### config.mk
export PLATFORM = sky130hd
export DESIGN_NAME = scan_port_debug_link_phy
export DESIGN_NICKNAME = d
export VERILOG_FILES = /design/src/pkg/scan_link_pkg.sv /design/src/scan_fifo.sv /design/src/scan_port_debug_link_phy.sv
export SDC_FILE = /design/constraint.sdc
export NUM_CORES = 1
export LEC_CHECK = 0
export BUFFER_PORTS_ARGS = -buffer_cell sky130_fd_sc_hd__buf_2
export CAP_MARGIN = 20
export CORE_MARGIN = 3
export CORE_UTILIZATION = 40
export DETAILED_ROUTE_END_ITERATION = 8
export PLACE_DENSITY_LB_ADDON = 0.15
export SETUP_SLACK_MARGIN = 0.05
export SLEW_MARGIN = 20
export SYNTH_ARGS = -nofsm -noshare
export SYNTH_HDL_FRONTEND = slang
export SYNTH_SLANG_ARGS = --single-unit
### constraint.sdc
create_clock -name clock -period 3.8 [get_ports clock]
set_input_delay 0 -clock clock [delete_from_list [all_inputs] [get_ports clock]]
set_output_delay 0 -clock clock [all_outputs]
set_load 0.05 [all_outputs]
### src/pkg/scan_link_pkg.sv
package scan_link_pkg;
	localparam int  FRAME_BITS   = 9;
	localparam int  DATA_BITS    = 8;
	localparam logic [7:0] BREAK_CHAR = 8'hBB;
	localparam logic [7:0] DELAY_CHAR = 8'hDB;
	localparam logic [7:0] EMPTY_CHAR = 8'hEB;
	localparam int  IR_BITS      = 4;
	localparam logic [3:0] DEBUG_LINK_SELECT_INSTR = 4'h7;
	localparam logic [3:0] IR_RESET_VALUE = 4'hF;
	localparam int  FIFO_DEPTH   = 32;
	localparam real LINK_CLK_PERIOD_NS = 48.0;

	typedef enum {
		TAP_RESET, TAP_IDLE, TAP_SEL_DR, TAP_CAP_DR, TAP_SHIFT_DR, TAP_EXIT1_DR,
		TAP_PAUSE_DR, TAP_EXIT2_DR, TAP_UPD_DR, TAP_SEL_IR, TAP_CAP_IR,
		TAP_SHIFT_IR, TAP_EXIT1_IR, TAP_PAUSE_IR, TAP_EXIT2_IR, TAP_UPD_IR
	} tap_state_t;

	typedef struct packed {
		logic       parityError;
		logic       breakSeen;
		logic [7:0] data;
	} rx_word_t;
endpackage

### src/scan_fifo.sv
`timescale 1ns/10ps
module scan_fifo #(
	parameter int WIDTH = 8,
	parameter int DEPTH = 32
) (
	input  wire logic             clock,
	input  wire logic             reset,
	input  wire logic             flush,
	input  wire logic [WIDTH-1:0] inData,
	input  wire logic             inValid,
	output logic                  inReady,
	output logic [WIDTH-1:0]      outData,
	output logic                  outValid,
	input  wire logic             outReady
);
	localparam int AW = $clog2(DEPTH);
	logic [WIDTH-1:0] mem [DEPTH];
	logic [AW:0]      wrPtr_ff;
	logic [AW:0]      rdPtr_ff;
	logic             doWrite;
	logic             doRead;

	assign inReady  = (wrPtr_ff - rdPtr_ff) != (AW+1)'(DEPTH);
	assign outValid = wrPtr_ff != rdPtr_ff;
	assign outData  = mem[rdPtr_ff[AW-1:0]];
	assign doWrite  = inValid && inReady;
	assign doRead   = outValid && outReady;

	always_ff @(posedge clock) begin
		if (doWrite)
			mem[wrPtr_ff[AW-1:0]] <= inData;
	end

	always_ff @(posedge clock or posedge reset) begin
		if (reset) begin
			wrPtr_ff <= '0;
			rdPtr_ff <= '0;
		end else if (flush) begin
			wrPtr_ff <= '0;
			rdPtr_ff <= '0;
		end else begin
			if (doWrite)
				wrPtr_ff <= wrPtr_ff + 1'b1;
			if (doRead)
				rdPtr_ff <= rdPtr_ff + 1'b1;
		end
	end
endmodule

### src/scan_port_debug_link_phy.sv
`timescale 1ns/10ps
// Overview of operation
// - debug-link instruction selects 9-bit register
// - Capture-DR loads controller-offered value
// - Shift-DR shifts one bit per test clock
// - Update-DR latches received byte to controller
// - frame: eight data bits, parity, LSB first
// - normal frame parity is even
// - special characters carry inverted parity
// - device sends delay 0xDB when not ready
// - device sends empty 0xEB in receive
// - exactly one of transmit or receive
// - change on falling, sample on rising edge
// - transmit loads byte, appends generated parity
// - pending transmit loads valid byte, even parity
// - receive mode loads empty, parity set
// - transmit without data loads delay, parity set
// - receive nine bits, pass valid byte on
// - check even parity, flag mismatch
// - check always; parity error matching break
// - usable only when fuse set, disable clear
// - disable bit turns interface off
// - exception: error state until break
module scan_port_debug_link_phy #(
	parameter int FIFO_WORDS = scan_link_pkg::FIFO_DEPTH
) (
	input  wire logic       clock,
	input  wire logic       reset,
	input  wire logic       testClk,
	input  wire logic       testModeSel,
	input  wire logic       testDataIn,
	output logic            testDataOut,
	output logic            testDataOutEn,
	input  wire logic       scanPortEnableFuse,
	input  wire logic       scanPortDisable,
	input  wire logic       txMode,
	input  wire logic [7:0] txData,
	input  wire logic       txValid,
	output logic            txTaken,
	output logic [7:0]      rxData,
	output logic            rxValid,
	input  wire logic       rxReady,
	output logic            parityErr,
	output logic            breakDetect,
	output logic            errorState,
	output logic            linkTxMode,
	output logic            linkSelected
);
	// pins from the programmer's domain: two flops before use
	logic [1:0] tckSync_ff;
	logic [1:0] tmsSync_ff;
	logic [1:0] tdiSync_ff;
	logic       tckLast_ff;
	logic       tckRise;
	logic       tckFall;
	logic       portOn;

	always_ff @(posedge clock or posedge reset) begin
		if (reset) begin
			tckSync_ff <= '0;
			tmsSync_ff <= '0;
			tdiSync_ff <= '0;
			tckLast_ff <= 1'b0;
		end else begin
			tckSync_ff <= {tckSync_ff[0], testClk};
			tmsSync_ff <= {tmsSync_ff[0], testModeSel};
			tdiSync_ff <= {tdiSync_ff[0], testDataIn};
			tckLast_ff <= tckSync_ff[1];
		end
	end

	assign tckRise = tckSync_ff[1] && !tckLast_ff;
	assign tckFall = !tckSync_ff[1] && tckLast_ff;
	assign portOn  = scanPortEnableFuse && !scanPortDisable;

	scan_link_pkg::tap_state_t tap_ff;
	scan_link_pkg::tap_state_t nxt_tap;

	always_comb begin
		nxt_tap = tap_ff;
		case (tap_ff)
			scan_link_pkg::TAP_RESET:    nxt_tap = tmsSync_ff[1] ? scan_link_pkg::TAP_RESET
								: scan_link_pkg::TAP_IDLE;
			scan_link_pkg::TAP_IDLE:     nxt_tap = tmsSync_ff[1] ? scan_link_pkg::TAP_SEL_DR
								: scan_link_pkg::TAP_IDLE;
			scan_link_pkg::TAP_SEL_DR:   nxt_tap = tmsSync_ff[1] ? scan_link_pkg::TAP_SEL_IR
								: scan_link_pkg::TAP_CAP_DR;
			scan_link_pkg::TAP_CAP_DR:   nxt_tap = tmsSync_ff[1] ? scan_link_pkg::TAP_EXIT1_DR
								: scan_link_pkg::TAP_SHIFT_DR;
			scan_link_pkg::TAP_SHIFT_DR: nxt_tap = tmsSync_ff[1] ? scan_link_pkg::TAP_EXIT1_DR
								: scan_link_pkg::TAP_SHIFT_DR;
			scan_link_pkg::TAP_EXIT1_DR: nxt_tap = tmsSync_ff[1] ? scan_link_pkg::TAP_UPD_DR
								: scan_link_pkg::TAP_PAUSE_DR;
			scan_link_pkg::TAP_PAUSE_DR: nxt_tap = tmsSync_ff[1] ? scan_link_pkg::TAP_EXIT2_DR
								: scan_link_pkg::TAP_PAUSE_DR;
			scan_link_pkg::TAP_EXIT2_DR: nxt_tap = tmsSync_ff[1] ? scan_link_pkg::TAP_UPD_DR
								: scan_link_pkg::TAP_SHIFT_DR;
			scan_link_pkg::TAP_UPD_DR:   nxt_tap = tmsSync_ff[1] ? scan_link_pkg::TAP_SEL_DR
								: scan_link_pkg::TAP_IDLE;
			scan_link_pkg::TAP_SEL_IR:   nxt_tap = tmsSync_ff[1] ? scan_link_pkg::TAP_RESET
								: scan_link_pkg::TAP_CAP_IR;
			scan_link_pkg::TAP_CAP_IR:   nxt_tap = tmsSync_ff[1] ? scan_link_pkg::TAP_EXIT1_IR
								: scan_link_pkg::TAP_SHIFT_IR;
			scan_link_pkg::TAP_SHIFT_IR: nxt_tap = tmsSync_ff[1] ? scan_link_pkg::TAP_EXIT1_IR
								: scan_link_pkg::TAP_SHIFT_IR;
			scan_link_pkg::TAP_EXIT1_IR: nxt_tap = tmsSync_ff[1] ? scan_link_pkg::TAP_UPD_IR
								: scan_link_pkg::TAP_PAUSE_IR;
			scan_link_pkg::TAP_PAUSE_IR: nxt_tap = tmsSync_ff[1] ? scan_link_pkg::TAP_EXIT2_IR
								: scan_link_pkg::TAP_PAUSE_IR;
			scan_link_pkg::TAP_EXIT2_IR: nxt_tap = tmsSync_ff[1] ? scan_link_pkg::TAP_UPD_IR
								: scan_link_pkg::TAP_SHIFT_IR;
			scan_link_pkg::TAP_UPD_IR:   nxt_tap = tmsSync_ff[1] ? scan_link_pkg::TAP_SEL_DR
								: scan_link_pkg::TAP_IDLE;
			default:                     nxt_tap = scan_link_pkg::TAP_RESET;
		endcase
	end

	// controller steps only on sampled rising test clock; held in reset while the port is off
	always_ff @(posedge clock or posedge reset) begin
		if (reset)
			tap_ff <= scan_link_pkg::TAP_RESET;
		else if (!portOn)
			tap_ff <= scan_link_pkg::TAP_RESET;
		else if (tckRise)
			tap_ff <= nxt_tap;
	end

	logic [scan_link_pkg::IR_BITS-1:0] irShift_ff;
	logic [scan_link_pkg::IR_BITS-1:0] instr_ff;

	always_ff @(posedge clock or posedge reset) begin
		if (reset) begin
			irShift_ff <= '0;
			instr_ff   <= scan_link_pkg::IR_RESET_VALUE;
		end else if (!portOn || tap_ff == scan_link_pkg::TAP_RESET) begin
			instr_ff   <= scan_link_pkg::IR_RESET_VALUE;
		end else if (tckRise) begin
			if (tap_ff == scan_link_pkg::TAP_CAP_IR)
				irShift_ff <= scan_link_pkg::IR_BITS'(1);
			else if (tap_ff == scan_link_pkg::TAP_SHIFT_IR)
				irShift_ff <= {tdiSync_ff[1], irShift_ff[scan_link_pkg::IR_BITS-1:1]};
			else if (tap_ff == scan_link_pkg::TAP_UPD_IR)
				instr_ff <= irShift_ff;
		end
	end

	logic selected;
	assign selected = portOn && instr_ff == scan_link_pkg::DEBUG_LINK_SELECT_INSTR;

	// mode flags: never both set, both clear in receive
	logic txMode_ff;
	logic errState_ff;
	logic [8:0] dr_ff;
	logic       frameEvt;
	logic [7:0] rxByte;
	logic       rxParBad;
	logic       rxIsBreak;
	logic       fifoInReady;
	logic       haveTx;

	assign rxByte    = dr_ff[7:0];
	assign rxParBad  = (^rxByte) != dr_ff[8];
	assign rxIsBreak = rxParBad && rxByte == scan_link_pkg::BREAK_CHAR;
	assign frameEvt  = selected && tckRise && tap_ff == scan_link_pkg::TAP_UPD_DR;
	assign haveTx    = txValid && txMode_ff;

	always_ff @(posedge clock or posedge reset) begin
		if (reset) begin
			txMode_ff   <= 1'b0;
			errState_ff <= 1'b0;
		end else if (!portOn) begin
			txMode_ff   <= 1'b0;
			errState_ff <= 1'b0;
		end else if (frameEvt && rxIsBreak) begin
			txMode_ff   <= 1'b0;
			errState_ff <= 1'b0;
		end else if (frameEvt && rxParBad) begin
			txMode_ff   <= 1'b0;
			errState_ff <= 1'b1;
		end else if (!errState_ff) begin
			txMode_ff   <= txMode;
		end
	end

	// capture and shift of the 9-bit register
	always_ff @(posedge clock or posedge reset) begin
		if (reset) begin
			dr_ff <= '0;
		end else if (selected && tckRise) begin
			if (tap_ff == scan_link_pkg::TAP_CAP_DR) begin
				if (haveTx)
					dr_ff <= {^txData, txData};
				else if (txMode_ff)
					dr_ff <= {~^scan_link_pkg::DELAY_CHAR, scan_link_pkg::DELAY_CHAR};
				else
					dr_ff <= {~^scan_link_pkg::EMPTY_CHAR, scan_link_pkg::EMPTY_CHAR};
			end else if (tap_ff == scan_link_pkg::TAP_SHIFT_DR) begin
				dr_ff <= {tdiSync_ff[1], dr_ff[8:1]};
			end
		end
	end

	always_ff @(posedge clock or posedge reset) begin
		if (reset)
			txTaken <= 1'b0;
		else
			txTaken <= selected && tckRise && tap_ff == scan_link_pkg::TAP_CAP_DR && haveTx;
	end

	// output changes after the falling edge, lsb leaves first
	always_ff @(posedge clock or posedge reset) begin
		if (reset) begin
			testDataOut   <= 1'b0;
			testDataOutEn <= 1'b0;
		end else if (tckFall) begin
			testDataOut   <= dr_ff[0];
			testDataOutEn <= selected && tap_ff == scan_link_pkg::TAP_SHIFT_DR;
		end
	end

	// received bytes queue toward the controller; full fifo drops and flags
	scan_link_pkg::rx_word_t fifoIn;
	scan_link_pkg::rx_word_t fifoOut;
	logic fifoOutValid;
	logic pushRx;

	assign fifoIn = '{parityError: rxParBad, breakSeen: rxIsBreak, data: rxByte};
	assign pushRx = frameEvt && !txMode_ff && !rxParBad && !errState_ff;

	scan_fifo #(
		.WIDTH ($bits(scan_link_pkg::rx_word_t)),
		.DEPTH (FIFO_WORDS)
	) rxFifo (
		.clock    (clock),
		.reset    (reset),
		.flush    (frameEvt && rxIsBreak),
		.inData   (fifoIn),
		.inValid  (pushRx),
		.inReady  (fifoInReady),
		.outData  (fifoOut),
		.outValid (fifoOutValid),
		.outReady (rxReady && !rxValid)
	);

	always_ff @(posedge clock or posedge reset) begin
		if (reset) begin
			rxValid <= 1'b0;
			rxData  <= '0;
		end else if (rxValid && rxReady) begin
			rxValid <= 1'b0;
		end else if (!rxValid && rxReady && fifoOutValid) begin
			rxValid <= 1'b1;
			rxData  <= fifoOut.data;
		end
	end

	always_ff @(posedge clock or posedge reset) begin
		if (reset) begin
			parityErr   <= 1'b0;
			breakDetect <= 1'b0;
		end else begin
			parityErr   <= frameEvt && (rxParBad || (pushRx && !fifoInReady));
			breakDetect <= frameEvt && rxIsBreak;
		end
	end

	always_ff @(posedge clock or posedge reset) begin
		if (reset) begin
			errorState   <= 1'b0;
			linkTxMode   <= 1'b0;
			linkSelected <= 1'b0;
		end else begin
			errorState   <= errState_ff;
			linkTxMode   <= txMode_ff;
			linkSelected <= selected;
		end
	end

	property p_break_resets_mode;
		@(posedge clock) disable iff (reset)
		(frameEvt && rxIsBreak) |=> !txMode_ff && !errState_ff;
	endproperty
	a_break_resets_mode: assert property (p_break_resets_mode)
		else $error("break did not return to receive");

	property p_parity_err_enters_error;
		@(posedge clock) disable iff (reset)
		(frameEvt && rxParBad && !rxIsBreak) |=> errState_ff ##1 errorState;
	endproperty
	a_parity_err_enters_error: assert property (p_parity_err_enters_error)
		else $error("parity error missed error state");

	property p_capture_rx_empty;
		@(posedge clock) disable iff (reset)
		(selected && tckRise && tap_ff == scan_link_pkg::TAP_CAP_DR && !txMode_ff)
		|=> dr_ff == {1'b1, scan_link_pkg::EMPTY_CHAR};
	endproperty
	a_capture_rx_empty: assert property (p_capture_rx_empty)
		else $error("empty character not captured");

	property p_capture_delay;
		@(posedge clock) disable iff (reset)
		(selected && tckRise && tap_ff == scan_link_pkg::TAP_CAP_DR && txMode_ff && !txValid)
		|=> dr_ff == {1'b1, scan_link_pkg::DELAY_CHAR};
	endproperty
	a_capture_delay: assert property (p_capture_delay)
		else $error("delay character not captured");

	property p_capture_valid;
		@(posedge clock) disable iff (reset)
		(selected && tckRise && tap_ff == scan_link_pkg::TAP_CAP_DR && haveTx)
		|=> (^dr_ff == 1'b0) && txTaken;
	endproperty
	a_capture_valid: assert property (p_capture_valid)
		else $error("valid byte parity wrong");

	property p_shift_lsb;
		@(posedge clock) disable iff (reset)
		(selected && tckRise && tap_ff == scan_link_pkg::TAP_SHIFT_DR)
		|=> dr_ff[8] == $past(tdiSync_ff[1]) && dr_ff[7:0] == $past(dr_ff[8:1]);
	endproperty
	a_shift_lsb: assert property (p_shift_lsb)
		else $error("shift register misbehaved");

	property p_tdo_on_fall;
		@(posedge clock) disable iff (reset)
		!tckFall |=> $stable(testDataOut);
	endproperty
	a_tdo_on_fall: assert property (p_tdo_on_fall)
		else $error("output changed off falling edge");

	property p_disabled_idle;
		@(posedge clock) disable iff (reset)
		!portOn |=> !selected ##1 !linkSelected;
	endproperty
	a_disabled_idle: assert property (p_disabled_idle)
		else $error("port active while disabled");

	property p_valid_rx_pushed;
		@(posedge clock) disable iff (reset)
		pushRx |=> parityErr == !$past(fifoInReady) && !breakDetect;
	endproperty
	a_valid_rx_pushed: assert property (p_valid_rx_pushed)
		else $error("receive flags wrong");
endmodule
==> flow_summary.toml <==
[status]
run_status = "complete, no violations"

[critical_path]
r2r_start = "rxFifo.wrPtr_ff[2]"
startpoint = "rxFifo.wrPtr_ff[2]"
r2r_cells = 8
start_kind = "register"
worst-path-stages = 8
worstPathRequired_ns = 3.97
r2r_end = "rxFifo.mem[8][3]"
cpPeakStageDelay_ns = 0.51
worstSetupEndpointType = "register"
critPathKind = "register to register"
rrSetupSlack_ns = 0.66
critical_path.top_delay_family = "compound AO/OA/AOI/OAI gates"
crit_fanout = 34
path_cells = "ha_1 -> o21ai_0 -> a21oi_1 -> o22ai_1 -> xnor2_1 -> o211a_2 -> buf_4 -> and3_1"
arrival_ns = 3.31
worst-path-buf-inv = 1
crit_slowest_cell = "dfrtp_1"
cp-endpoint = "rxFifo.mem[8][3]"

[placement]
dpl.hpwl_um = 20000
port-buffer-count = 34
place_congestion = 0.819

[drt]
vias_per_cell = 5.60
drt_iter0_markers = 700
antenna_left = 0
routedWlPerCell_um = 25.9
vias = 7001
wl_um = 32400
dr.pass1.iters = 5
drcViolationCount = 0

[pwr]
pwr-share-comb_pct = 16.2
switchingPower_mw = 2.21
switching_share_pct = 25.3
p_int_mw = 6.52
clockPowerShare_pct = 40.1
irDropWorstVdd_v = 0.000445
p_leak_nw = 4.64
seq_power_share_pct = 43.6
pwr_density_cell_nw_per_um2 = 580

[synthesis]
yosysTopAreaCell = "edfxtp_1"
synth_top_cell_area_share_pct = 59.2
yosysMostFrequentCell = "edfxtp_1"
yosys-top-cells-area = "edfxtp_1 59%, mux4_2 14%, dfrtp_1 11%, and3_1 1.8%, ha_1 1.3%"
yosys_warnings = 0
syn_area_per_cell_um2 = 18.1
ys_ff_latch = 315
synth_common_cells = "256 x edfxtp_1, 81 x mux4_2, 55 x dfrtp_1, 37 x and3_1, 35 x nand2_1"
synth_nets = 749
postSynth.asyncResetShare_pct = 18.7
synthFlopType = "edfxtp_1"
syn_area_um2 = 13000
synth_edf_count = 256
syn_inst = 717
ys_types = 55
yosysSeqAreaShare_pct = 70.6

[cells_and_area]
fillers = 2661
fin_nets = 821
register_area_um2 = 9170
drive_above_1_share_pct = 24.4
multi_input_area_um2 = 3580
area_growth_pct = 15.9
antennaDiodeCount = 0

[floorplan]
die_h_um = 186
die_w_um = 186
fp-row-count = 65
start_util_pct = 40.8
io_pins = 35
die-area_um2 = 34700
coreArea_um2 = 31800

[timing]
slew_headroom_pct = 38.5
tns_ns = 0
max_freq_ghz = 0.318
worst_slew_pin_slew_ns = 0.922
hold_slack_ns = 0.140
fin_crit_sh_pct = 82.7
rsz0062_at_grt = "false"
hold_viol = 0
period_needed_ns = 3.14
setup-violations-final = 0
fin_skew_ns = 0.0223
drv_slew = 0

[global_route]
grt_pass1_wl_um = 48000
grt_usage_pct = 19.2
grt_overflow_total = 0
grt_pass1_vias = 7361
grt_max_degree = 68
antenna_found_initial = 1

[clock_network]
cts_buffers = 34
cts_tree = "yes"
clk-insertion-delay-late_ns = 0.52
clk_path_buf_depth = 3
post_cts_resized = 0
clk_pin_slew_ns = 0.06
cts.sinks = 315
cts-root-buf = "clkbuf_16"
htreeDepth = 2

[run]
max_cap_violations = 0

[hold_path]
holdCritPathClass = "input pin to register"
## placed cells by master, fill, tap and decap left out, types with 16 or more instances in the layout
cell,count
edfxtp_1,256
nand3_1,17
buf_4,17
mux2i_1,16
nor2_1,22
clkbuf_16,37
nand2_1,35
dlygate4sd3_1,19
buf_2,34
mux4_2,81
o21ai_1,19
dfrtp_1,53
and3_1,37
## cells by family after synthesis
family	synth area share (%)
buffers and inverters	1.84
and+or+nand+nor	5.97
DFF	70.6
xor gates and xnor gates	1.48
AOI/OAI and AO/OA	3.28
muxes	15.5
adders and majority gates	1.35
## how the worst min path moves through the flow
stage | start | endpoint | slack, ns | depth (start not counted)
5_1_grt | testDataIn | tdiSync_ff[0] | 0.13 | 2
2_1_floorplan | testClk | tckSync_ff[0] | 0.03 | 0
3_5_place_dp | testDataIn | tdiSync_ff[0] | 0.11 | 1
4_1_cts | testDataIn | tdiSync_ff[0] | 0.10 | 2
3_3_place_gp | testModeSel | tmsSync_ff[0] | 0.11 | 1
6_report | testClk | tckSync_ff[0] | 0.14 | 2
## stage by stage
| stage | util, % | setup slack, ns | total power [mW] | instance area [um^2] | std cells |
|---|---|---|---|---|---|
| detailed placement | 43.0 | 0.662 | 5.31 | 13700 | 1169 |
| finish | 47.3 | 0.657 | 8.73 | 15100 | 1250 |
| floorplan | - | 0.808 | 5.03 | 13000 | 717 |
| global placement | 43.0 | 0.696 | 5.28 | 13700 | 1169 |
| global route | 47.3 | 0.402 | 9.09 | 15100 | 1250 |
| CTS | 47.3 | 0.652 | 8.82 | 15100 | 1250 |
## flip-flops by register name (all words and copies together) (netlist names), 2 cells and up
register / flops
dr_ff: 9
instr_ff: 4
irShift_ff: 4
rxData: 8
rxFifo.mem: 256
rxFifo.rdPtr_ff: 6
rxFifo.wrPtr_ff: 6
tap_ff: 4
tckSync_ff: 2
tdiSync_ff: 2
tmsSync_ff: 2
## routing by layer
| metal | track usage, % | up-vias | share of wire (%) |
|---|---|---|---|
| met2 | 31.7 | 299 | 49 |
| met3 | 4.30 | 49 | 7.3 |
| met5 | 0 | - | 0 |
| li1 | - | 2997 | - |
| met1 | 26.2 | 3656 | 41 |
| met4 | 5.24 | 0 | 2.1 |
## timing repair
action / in CTS / in global routing
buffers inserted: 0 / 0
hold endpoints to repair: 76 / 0
hold buffers: 19 / 0
## layout make-up
class | count | area share (%)
Sequential cell | 315 | 60.9
Multi-Input combinational cell | 351 | 23.8
Clock buffer | 40 | 6.23
Tap cell | 435 | 3.62
Timing Repair Buffer | 70 | 3.24
Clock inverter | 22 | 1.74
Inverter | 17 | 0.424
## power by group through the flow
| stage | Sequential, mW | Combinational [mW] | Clock (mW) |
|---|---|---|---|
| 6_report | 3.81 | 1.42 | 3.50 |
| 5_1_grt | 3.82 | 1.55 | 3.73 |
| 4_1_cts | 3.81 | 1.44 | 3.57 |
| 2_1_floorplan | 3.97 | 1.06 | 0 |
| 3_5_place_dp | 3.88 | 1.42 | 0 |
| 3_3_place_gp | 3.88 | 1.40 | 0 |
Note: power is estimated with default switching activity, not from simulation.
